**config.mk**
```make
export PLATFORM = sky130hd
export DESIGN_NAME = dtdp_timer
export DESIGN_NICKNAME = d
export VERILOG_FILES = /design/src/dtdp_pkg.sv /design/src/dtdp_timer.sv
export SDC_FILE = /design/constraint.sdc
export NUM_CORES = 1
export LEC_CHECK = 0
export ABC_AREA = 0
export BUFFER_PORTS_ARGS = -buffer_cell sky130_fd_sc_hd__buf_2
export CORE_MARGIN = 2
export CORE_UTILIZATION = 39
export DETAILED_ROUTE_END_ITERATION = 8
export GPL_TIMING_DRIVEN = 1
export HOLD_SLACK_MARGIN = 0.05
export SETUP_SLACK_MARGIN = 0.4
export SYNTH_ARGS = -nofsm -noshare
export SYNTH_HDL_FRONTEND = slang
export SYNTH_SLANG_ARGS = --single-unit
```
**constraint.sdc**
```tcl
create_clock -name mclk_i -period 3.1 [get_ports mclk_i]
set_input_delay 0.62 -clock mclk_i [delete_from_list [all_inputs] [get_ports mclk_i]]
set_output_delay 0.62 -clock mclk_i [all_outputs]
set_load 0.02 [all_outputs]
```
**src/dtdp_pkg.sv**
```systemverilog
package dtdp_pkg;
  // Register indices; index n sits at byte address n
  localparam logic [3:0] A_SHORT_CTRL = 4'h0;
  localparam logic [3:0] A_MODE_CTRL = 4'h1;
  localparam logic [3:0] A_LONG_CTRL = 4'h2;
  localparam logic [3:0] A_SRL_LOW = 4'h4;
  localparam logic [3:0] A_SRL_HIGH = 4'h5;
  localparam logic [3:0] A_LRL_LOW = 4'h6;
  localparam logic [3:0] A_LRL_HIGH = 4'h7;
  localparam logic [3:0] A_LCAP_LOW = 4'h8;
  localparam logic [3:0] A_LCAP_HIGH = 4'h9;
  localparam logic [3:0] A_SCAP_LOW = 4'ha;
  localparam logic [3:0] A_SCAP_HIGH = 4'hb;
  // Control bit positions
  localparam int B_EN = 7;
  localparam int B_SM = 6;
  localparam int B_TO = 5;
  localparam int B_CKH = 4;
  localparam int B_CKL = 3;
  localparam int B_CAPIE = 2;
  localparam int B_TOIE = 1;
  localparam int B_OUTEN = 0;
  // Mode control positions
  localparam int M_XMIT = 7;
  localparam int M_EDGEH = 5;
  localparam int M_EDGEL = 4;
  localparam int M_PPH = 3;
  localparam int M_PPL = 2;
  localparam int M_INIT_S = 1;
  localparam int M_INIT_L = 0;
  localparam int M_EDR = 1;
  localparam int M_EDF = 0;
  localparam logic [1:0] PP_OFF = 2'h0;
  localparam logic [1:0] PP_ON = 2'h1;
  localparam logic [1:0] EDGE_FALL = 2'h1;
  localparam logic [1:0] EDGE_BOTH = 2'h2;
  localparam logic [7:0] RST_CTRL = 8'h00;
  localparam logic [7:0] RST_MODE = 8'h80;
  localparam logic [7:0] ALL_ONES8 = 8'hff;
  localparam logic [15:0] ALL_ONES16 = 16'hffff;
  localparam logic [2:0] PRE_MAX = 3'h7;
  typedef enum logic [1:0] {DTDP_IDLE = 2'b00, DTDP_ARMED = 2'b01,
                            DTDP_COUNT = 2'b11} dtdp_dm_t;
endpackage

```
**src/dtdp_timer.sv**
```systemverilog
// Contract
// Long timer runs only while its enable bit is one.
// Transmit: select zero reloads at terminal count, one halts there.
// Short timer wrap from zero to FFh is no timeout.
// Software stops a timer and clears its flags in separate writes.
// Software loads both short reload registers with FFh for demodulation.
// Demodulation: short timer starts counting on first selected edge.
// Later edge stores complemented count: rising to low, falling to high capture.
// Initial long count one is forbidden; zero wraps to FFFFh, no timeout.
// Software avoids writing hold registers during counter reload.
// First selected long edge captures both bytes, reloads and starts.
// Select zero: each later edge captures complement, reloads FFFFh, restarts.
// Long capture sets edge status bit and interrupts when enabled.
// Select one: long timer ignores later edges, keeps counting.
// Select one: short timeout captures long count, interrupts, no reload.
// Writing select zero then one re-arms capture on next edge.
// Demodulation long zero continues from FFFFh, sets timeout, interrupts.
// Software uses ping-pong only in transmit with both single-pass.
// Ping-pong short start sets initial level, loads hold by level.
// Short terminal count hands to long timer; long end restarts short.
// Each timer may interrupt; writing 00 to ping-pong field stops alternation.
// Software disables timers and clears flags before enabling ping-pong.
// Enabled timers decrement once per selected prescaled clock tick.
//
// Implementation choices: the plain strobed port and the register offsets.
module dtdp_timer
  import dtdp_pkg::*;
(
  input wire logic mclk_i,
  input wire logic srst_i,
  input wire logic [3:0] addr_i,
  input wire logic [7:0] wdata_i,
  input wire logic wr_i,
  input wire logic rd_i,
  input wire logic demod_in_i,
  output logic [7:0] rdata_o,
  output logic short_timer_output_o,
  output logic long_timer_output_o,
  output logic short_irq_o,
  output logic long_irq_o
);
  logic [7:0] sctl_r;
  logic [7:0] mctl_r;
  logic [7:0] lctl_r;
  logic [7:0] srl_lo_r;
  logic [7:0] srl_hi_r;
  logic [7:0] lrl_lo_r;
  logic [7:0] lrl_hi_r;
  logic [7:0] scap_lo_r;
  logic [7:0] scap_hi_r;
  logic [7:0] lcap_lo_r;
  logic [7:0] lcap_hi_r;
  logic [7:0] scnt_r;
  logic [15:0] lcnt_r;
  logic [2:0] pre_r;
  logic sync1_r;
  logic sync2_r;
  logic sync3_r;
  logic sout_r;
  logic lout_r;
  logic sirq_r;
  logic lirq_r;
  logic [7:0] rdata_r;
  dtdp_dm_t sdm_r;
  dtdp_dm_t ldm_r;

  function automatic logic tick_sel(input logic [1:0] sel, input logic [2:0] pre);
    unique case (sel)
      2'h0: tick_sel = 1'b1;
      2'h1: tick_sel = pre[0];
      2'h2: tick_sel = &pre[1:0];
      2'h3: tick_sel = (pre == PRE_MAX);
    endcase
  endfunction

  wire wr_sctl = wr_i && (addr_i == A_SHORT_CTRL);
  wire wr_mctl = wr_i && (addr_i == A_MODE_CTRL);
  wire wr_lctl = wr_i && (addr_i == A_LONG_CTRL);
  wire wr_srl_lo = wr_i && (addr_i == A_SRL_LOW);
  wire wr_srl_hi = wr_i && (addr_i == A_SRL_HIGH);
  wire wr_lrl_lo = wr_i && (addr_i == A_LRL_LOW);
  wire wr_lrl_hi = wr_i && (addr_i == A_LRL_HIGH);
  wire xmit = mctl_r[M_XMIT];
  wire pingpong = xmit && (mctl_r[M_PPH:M_PPL] == PP_ON);
  wire [1:0] edge_sel = mctl_r[M_EDGEH:M_EDGEL];
  // Sync stage one feeds only stage two
  wire rise = sync2_r && !sync3_r;
  wire fall = !sync2_r && sync3_r;
  wire edge_hit = (edge_sel == EDGE_BOTH) ? (rise || fall) :
                  (edge_sel == EDGE_FALL) ? fall : rise;
  wire s_en = sctl_r[B_EN];
  wire l_en = lctl_r[B_EN];
  wire s_tick = tick_sel(sctl_r[B_CKH:B_CKL], pre_r);
  wire l_tick = tick_sel(lctl_r[B_CKH:B_CKL], pre_r);
  wire s_run = s_en && (xmit || sdm_r == DTDP_COUNT);
  wire l_run = l_en && (xmit || ldm_r == DTDP_COUNT);
  // Terminal count is reaching one then stepping; zero wraps, and long zero also times out in demodulation
  wire s_term = s_run && s_tick && (scnt_r == 8'h01);
  wire l_term = l_run && l_tick && (lcnt_r == 16'h0001);
  wire l_zero = l_run && l_tick && (lcnt_r == 16'h0000);
  wire s_next_out = ~sout_r;
  wire [7:0] s_hold = s_next_out ? srl_hi_r : srl_lo_r;
  wire [15:0] l_hold = {lrl_hi_r, lrl_lo_r};
  wire l_ign = lctl_r[B_SM];
  wire l_edge_cap = !xmit && l_en && edge_hit && (ldm_r == DTDP_ARMED ||
                    (ldm_r == DTDP_COUNT && !l_ign));
  wire l_to_cap = !xmit && l_ign && ldm_r == DTDP_COUNT && s_term;
  wire [15:0] l_cap_val = ~lcnt_r;
  wire s_rearm_en = wr_sctl && wdata_i[B_EN] && !s_en;
  wire l_rearm = wr_lctl && wdata_i[B_SM] && !l_ign;
  wire s_to_set = s_term;
  wire l_to_set = l_term || (!xmit && l_zero);
  wire pp_s_end = pingpong && s_term;
  wire pp_l_end = pingpong && l_term;
  wire s_edge = !xmit && s_en && edge_hit;
  wire s_cap = s_edge && (sdm_r == DTDP_COUNT) && !s_rearm_en && !pp_l_end;
  wire l_start = wr_lctl && wdata_i[B_EN] && !l_en;
  wire l_load = pp_s_end || (l_start && xmit);
  wire l_rearm_hit = l_rearm && (ldm_r != DTDP_IDLE);
  wire l_cap_en = (l_edge_cap || l_to_cap) && !l_load && !l_start && !l_rearm_hit;

  always_ff @(posedge mclk_i) begin
    if (srst_i) begin
      pre_r <= 3'h0;
    end else begin
      pre_r <= pre_r + 3'h1;
    end
  end

  // Pin is asynchronous: two stages, then an edge stage
  always_ff @(posedge mclk_i) begin
    if (srst_i) begin
      {sync1_r, sync2_r, sync3_r} <= 3'h0;
    end else begin
      {sync1_r, sync2_r, sync3_r} <= {demod_in_i, sync1_r, sync2_r};
    end
  end

  // Mode control: edge status set wins over clear-by-write
  always_ff @(posedge mclk_i) begin
    if (srst_i) begin
      mctl_r <= RST_MODE;
    end else begin
      if (wr_mctl && wdata_i[M_XMIT]) begin
        // Transmit: low bits are initial output levels, not status
        mctl_r <= wdata_i;
      end else if (wr_mctl) begin
        mctl_r <= {wdata_i[7:2], mctl_r[M_EDR] & ~wdata_i[M_EDR],
                   mctl_r[M_EDF] & ~wdata_i[M_EDF]};
      end
      if (l_edge_cap && rise) begin
        mctl_r[M_EDR] <= 1'b1;
      end
      if (l_edge_cap && fall) begin
        mctl_r[M_EDF] <= 1'b1;
      end
    end
  end

  always_ff @(posedge mclk_i) begin
    if (srst_i) begin
      srl_lo_r <= RST_CTRL;
      srl_hi_r <= RST_CTRL;
      lrl_lo_r <= RST_CTRL;
      lrl_hi_r <= RST_CTRL;
    end else begin
      if (wr_srl_lo) srl_lo_r <= wdata_i;
      if (wr_srl_hi) srl_hi_r <= wdata_i;
      if (wr_lrl_lo) lrl_lo_r <= wdata_i;
      if (wr_lrl_hi) lrl_hi_r <= wdata_i;
    end
  end

  // Short control: timeout set wins over clear-by-write
  always_ff @(posedge mclk_i) begin
    if (srst_i) begin
      sctl_r <= RST_CTRL;
    end else begin
      if (wr_sctl) begin
        sctl_r <= {wdata_i[7:6], sctl_r[B_TO] & ~wdata_i[B_TO], wdata_i[4:0]};
      end
      if (s_to_set) begin
        sctl_r[B_TO] <= 1'b1;
      end
      if (s_term && (pingpong || sctl_r[B_SM])) begin
        sctl_r[B_EN] <= 1'b0;
      end
      if (pp_l_end) begin
        sctl_r[B_EN] <= 1'b1;
      end
    end
  end

  // Short captures hold the complemented count running since the first selected edge
  always_ff @(posedge mclk_i) begin
    if (srst_i) begin
      scap_lo_r <= 8'h00;
      scap_hi_r <= 8'h00;
    end else if (s_cap) begin
      if (rise) scap_lo_r <= ~scnt_r;
      if (fall) scap_hi_r <= ~scnt_r;
    end
  end

  // Short counter
  always_ff @(posedge mclk_i) begin
    if (srst_i) begin
      scnt_r <= 8'h00;
      sout_r <= 1'b0;
      sdm_r <= DTDP_IDLE;
    end else begin
      if (s_rearm_en || pp_l_end) begin
        if (pingpong) begin
          sout_r <= mctl_r[M_INIT_S];
          scnt_r <= mctl_r[M_INIT_S] ? srl_hi_r : srl_lo_r;
        end else if (xmit) begin
          scnt_r <= s_hold;
        end
        sdm_r <= DTDP_ARMED;
      end else if (s_edge) begin
        if (sdm_r != DTDP_COUNT) begin
          sdm_r <= DTDP_COUNT;
          scnt_r <= srl_lo_r;
        end
      end else if (s_run && s_tick) begin
        if (s_term && xmit && !sctl_r[B_SM] && !pingpong) begin
          sout_r <= s_next_out;
          scnt_r <= s_hold;
        end else if (!(s_term && xmit)) begin
          scnt_r <= scnt_r - 8'h01;
        end else begin
          sout_r <= s_next_out;
        end
      end
    end
  end

  // Long control: timeout set wins over clear-by-write
  always_ff @(posedge mclk_i) begin
    if (srst_i) begin
      lctl_r <= RST_CTRL;
    end else begin
      if (wr_lctl) begin
        lctl_r <= {wdata_i[7:6], lctl_r[B_TO] & ~wdata_i[B_TO], wdata_i[4:0]};
      end
      if (l_to_set) begin
        lctl_r[B_TO] <= 1'b1;
      end
      if (l_term && xmit && (pingpong || lctl_r[B_SM])) begin
        lctl_r[B_EN] <= 1'b0;
      end
      if (pp_s_end) begin
        lctl_r[B_EN] <= 1'b1;
      end
    end
  end

  // Long capture pair, written as one 16-bit value
  always_ff @(posedge mclk_i) begin
    if (srst_i) begin
      lcap_lo_r <= 8'h00;
      lcap_hi_r <= 8'h00;
    end else if (l_cap_en) begin
      {lcap_hi_r, lcap_lo_r} <= l_cap_val;
    end
  end

  // Long counter
  always_ff @(posedge mclk_i) begin
    if (srst_i) begin
      lcnt_r <= 16'h0000;
      lout_r <= 1'b0;
      ldm_r <= DTDP_IDLE;
    end else begin
      if (l_load) begin
        lout_r <= pingpong ? mctl_r[M_INIT_L] : lout_r;
        lcnt_r <= l_hold;
      end else if (l_start) begin
        ldm_r <= DTDP_ARMED;
      end else if (l_rearm_hit) begin
        ldm_r <= DTDP_ARMED;
      end else if (l_cap_en) begin
        if (l_edge_cap) begin
          lcnt_r <= (ldm_r == DTDP_ARMED) ? l_hold : ALL_ONES16;
          ldm_r <= DTDP_COUNT;
        end
      end else if (l_run && l_tick) begin
        if (l_term && xmit) begin
          lout_r <= ~lout_r;
          if (!lctl_r[B_SM] && !pingpong) lcnt_r <= l_hold;
        end else begin
          lcnt_r <= lcnt_r - 16'h0001;
        end
      end
    end
  end

  // Interrupt lines: one-cycle pulses per event
  always_ff @(posedge mclk_i) begin
    if (srst_i) begin
      sirq_r <= 1'b0;
    end else begin
      sirq_r <= s_to_set && sctl_r[B_TOIE];
    end
  end

  always_ff @(posedge mclk_i) begin
    if (srst_i) begin
      lirq_r <= 1'b0;
    end else begin
      lirq_r <= (l_to_set && lctl_r[B_TOIE]) || (l_cap_en && lctl_r[B_CAPIE]);
    end
  end

  wire [7:0] rd_mux = (addr_i == A_SHORT_CTRL) ? sctl_r :
                      (addr_i == A_MODE_CTRL) ? mctl_r :
                      (addr_i == A_LONG_CTRL) ? lctl_r :
                      (addr_i == A_SRL_LOW) ? srl_lo_r :
                      (addr_i == A_SRL_HIGH) ? srl_hi_r :
                      (addr_i == A_LRL_LOW) ? lrl_lo_r :
                      (addr_i == A_LRL_HIGH) ? lrl_hi_r :
                      (addr_i == A_LCAP_LOW) ? lcap_lo_r :
                      (addr_i == A_LCAP_HIGH) ? lcap_hi_r :
                      (addr_i == A_SCAP_LOW) ? scap_lo_r :
                      (addr_i == A_SCAP_HIGH) ? scap_hi_r : 8'h00;

  always_ff @(posedge mclk_i) begin
    if (srst_i) begin
      rdata_r <= 8'h00;
    end else begin
      rdata_r <= rd_i ? rd_mux : 8'h00;
    end
  end

  // Pins always drive the timer level; B_OUTEN gates nothing
  assign rdata_o = rdata_r;
  assign short_timer_output_o = sout_r;
  assign long_timer_output_o = lout_r;
  assign short_irq_o = sirq_r;
  assign long_irq_o = lirq_r;
endmodule

```
==> flow_summary.ini <==
[outcome]
status = finished, final reports clean

[global_route]
antenna_found_initial = 0
grt_pass1_wl_um = 33600
grt_usage = 0.236
grt_max_degree = 89
overflow = 0
grt_pass1_vias = 5838

[placement]
io_buffers = 28
place_congestion = 0.915
placed_area_um2 = 7480
hpwlAfterDp_um = 15200

[setup_path]
path_cells = ha_4, ha_4, mux2i_2, a2111oi_4, buf_4, o41ai_2, nor3b_4, nor3_4, buf_12, nor2_1, a2111oi_4
reg2reg_slack_ns = 0.48
max_stage_delay_ns = 0.43
cp-end-kind = flip-flop
path_max_fanout = 5
cp_num_cells = 11
start_kind = flip-flop
crit_buf_inv = 2
arrival_ns = 2.95
rr_worst_depth = 11
required_ns = 3.43
path_delay_family = compound AO/OA/AOI/OAI gates
cpMaxStageDelayCell = a2111oi_4
reg2reg_to = lcnt_r[12]
r2r-start = pre_r[0]
worstSetupPathType = flip-flop to flip-flop

[clock_network]
cts_sinks = 134
clk_pin_slew_ns = 0.06
clock_latency_ns = 0.43
clock_path_buffers = 2
cts_root_buffer = clkbuf_16
cts_tree = done
cts_made_buffers = 17
cts_max_level = 4

[flow_run]
max_cap_viol_count = 0

[timing]
drv_slew = 0
slew_headroom = 0.491
finalCritPeriodShare = 0.846
max_freq_ghz = 0.381
fin_skew_ns = 0.00735
hold_violations = 0
final.min_clock_period_ns = 2.62
setup_violations = 0
tightest_slew_ns = 0.744
rsz0062_at_grt = no
finalSetupTns_ns = 0

[hold_path]
min_to = sync1_r
hold_path_depth = 2
worstHoldStart = demod_in_i
hp-class = input port to flip-flop

[route]
drtAntennaViolNets = 0
drt_iter0_markers = 669
wl_per_cell_um = 19.4
vias = 6353
drt_pre_antenna_iters = 5
drcViolationCount = 0
drt-total-wl_um = 21600
routed_via_density = 5.71

[layout]
layout-drive-gt1-share = 0.200
fill_cells = 1676
fin_area_um2 = 8380
layout.nets = 900
area_delta_synth_final_pct = 19.7
antenna-diode-count = 0

[synthesis]
synth_nets = 856
synth_cell_types = 78
yosys.area.top_type_share = 0.383
synth-main-ff-cell = dfxtp_1
ys_async_sr_fraction = 0
synth.largest_area_cell = dfxtp_1
yosys-top-cells-area = dfxtp_1 38%, nor2_1 6.7%, a21oi_1 5.9%, mux2i_1 5.7%, nand2_1 4.2%
yosysSeqAreaShare = 0.383
postSynthCellCount = 831
yosys_warnings = 0
synth_edf_count = 0
ys_ff_latch = 134
synth_area_per_cell_um2 = 8.42
synthesis.area_um2 = 7000

[floorplanning]
row_count = 48
start_util = 0.402
core_um2 = 17400
die-width_um = 138
die-area_um2 = 19000
ios = 29
die_h_um = 138

[power_and_ir_drop]
ir_drop_mv = 0.389
cellLeakagePower_uw = 0.00328
p_per_area_nw_per_um2 = 533
routing by layer:
| metal | track usage | share of wire | wire [um] |
|---|---|---|---|
| met1 | 0.343 | 0.47 | 10200 |
| met2 | 0.337 | 0.43 | 9300 |
| met3 | 0.0519 | 0.075 | 1630 |
| met4 | 0.0969 | 0.025 | 551 |
| met5 | 0 | 0 | 0 |
kinds of logic after synthesis:
family          after synthesis  share of synthesized area
xor+xnor                     13                     0.0163
simple gates                316                      0.221
mux                          52                     0.0910
compound gates              229                      0.224
buf+inv                      79                     0.0497
fa+ha+maj                     8                     0.0143
flops                       134                      0.383
cells in the final DEF (no fill, tap or decap), types with 4 or more instances in the layout:
cell	n
a21oi_1	82
o21ai_0	27
a311oi_1	4
nand2b_1	16
xnor2_1	7
a211oi_1	17
a222oi_1	6
o22ai_1	27
buf_2	27
bufinv_16	5
inv_1	19
a22oi_1	5
ha_1	6
nand2_1	79
a21o_1	6
buf_4	50
dfxtp_1	133
or2_2	12
and3_1	7
nand3_1	8
o211ai_1	6
nor4_1	5
mux4_2	9
nor2_1	124
nor3b_1	4
nor2b_1	19
nor3_1	7
a31oi_1	5
xor2_1	6
o21ai_2	4
clkbuf_16	19
mux2i_1	39
clkinv_2	5
or3_1	4
cells in the mapped netlist (all sizes together), types with 4 or more instances:
cell type and count:
o211ai 6, a22oi 5, buf 15, a222oi 6, a2111oi 5, or3 5
ha 8, nor2b 19, or2 12, a21o 6, o22ai 30, and3 9
xnor2 7, clkbuf 44, nand3 9, a311oi 4, and2 5, mux2i 40
nor3 10, nand2 79, nor4 7, dfxtp 134, nand2b 19, nor3b 5
xor2 6, nor2 125, o21ai 31, inv 19, a31oi 5, a21oi 84
mux4 9, a211oi 19, a221oi 6
report_power, final:
part / switching, uW / leakage, uW / internal, uW
sequential: 35.7 / 0.00108 / 1750
combinational: 273 / 0.00188 / 186
clock: 754 / 0.000318 / 1460
sequential cells by signal, summed over array words and instances, names as in the netlist, 2 cells and up:
| signal | flops |
|---|---|
| mctl_r | 8 |
| ldm_r | 2 |
| lrl_lo_r | 8 |
| scap_lo_r | 8 |
| sdm_r | 2 |
| lcnt_r | 16 |
| lctl_r | 8 |
| pre_r | 3 |
| lcap_lo_r | 8 |
| scnt_r | 8 |
| sctl_r | 8 |
| rdata_o | 8 |
| scap_hi_r | 8 |
| srl_hi_r | 8 |
| lrl_hi_r | 8 |
| srl_lo_r | 8 |
| lcap_hi_r | 8 |
cell type report:
cell class | instances | area, um^2 | area share
Clock buffer | 22 | 464 | 0.0554
Tap cell | 225 | 282 | 0.0336
Sequential cell | 134 | 2690 | 0.321
Timing Repair Buffer | 84 | 634 | 0.0757
Clock inverter | 10 | 175 | 0.0209
Multi-Input combinational cell | 618 | 4060 | 0.485
Inverter | 20 | 75.1 | 0.00896
repair_timing:
item / CTS / global route
hold endpoints to repair: 0 / 0
setup buffers: 1 / 12
hold buffers: 0 / 0
pin swaps: 3 / 5
endpoints found under the setup margin: 23 / 29
gates resized for setup: 3 / 22
gates cloned: 0 / 2
worst register-to-register path: stages, from the launching register on:
cell and delay [ns]:
dfxtp_4 0.38, ha_4 0.16, ha_4 0.13, mux2i_2 0.08, a2111oi_4 0.43, buf_4 0.19
o41ai_2 0.06, nor3b_4 0.16, nor3_4 0.39, buf_12 0.18, nor2_1 0.06, a2111oi_4 0.32
how the worst max path moves through the flow:
| stage | slack [ns] | start | endpoint |
|---|---|---|---|
| global route | 0.38 | pre_r[0] | lcnt_r[12] |
| floorplan | 0.49 | addr_i[0] | lcnt_r[12] |
| finish | 0.48 | pre_r[0] | lcnt_r[12] |
| CTS | 0.35 | lcnt_r[8] | lcnt_r[9] |
| detailed placement | 0.06 | addr_i[0] | lcnt_r[12] |
| global placement | 0.09 | addr_i[0] | lcnt_r[12] |
stage by stage:
stage,setup WS [ns],power [uW],hold slack [ns],cells,utilization
floorplan,0.493,2130,0.414,831,-
global placement,0.0938,2250,0.421,1066,0.430
CTS,0.353,4460,0.414,1099,0.467
detailed placement,0.0613,2250,0.420,1066,0.430
finish,0.479,4460,0.419,1113,0.481
global route,0.380,4600,0.440,1113,0.481
(Power assumes the default switching activity.)
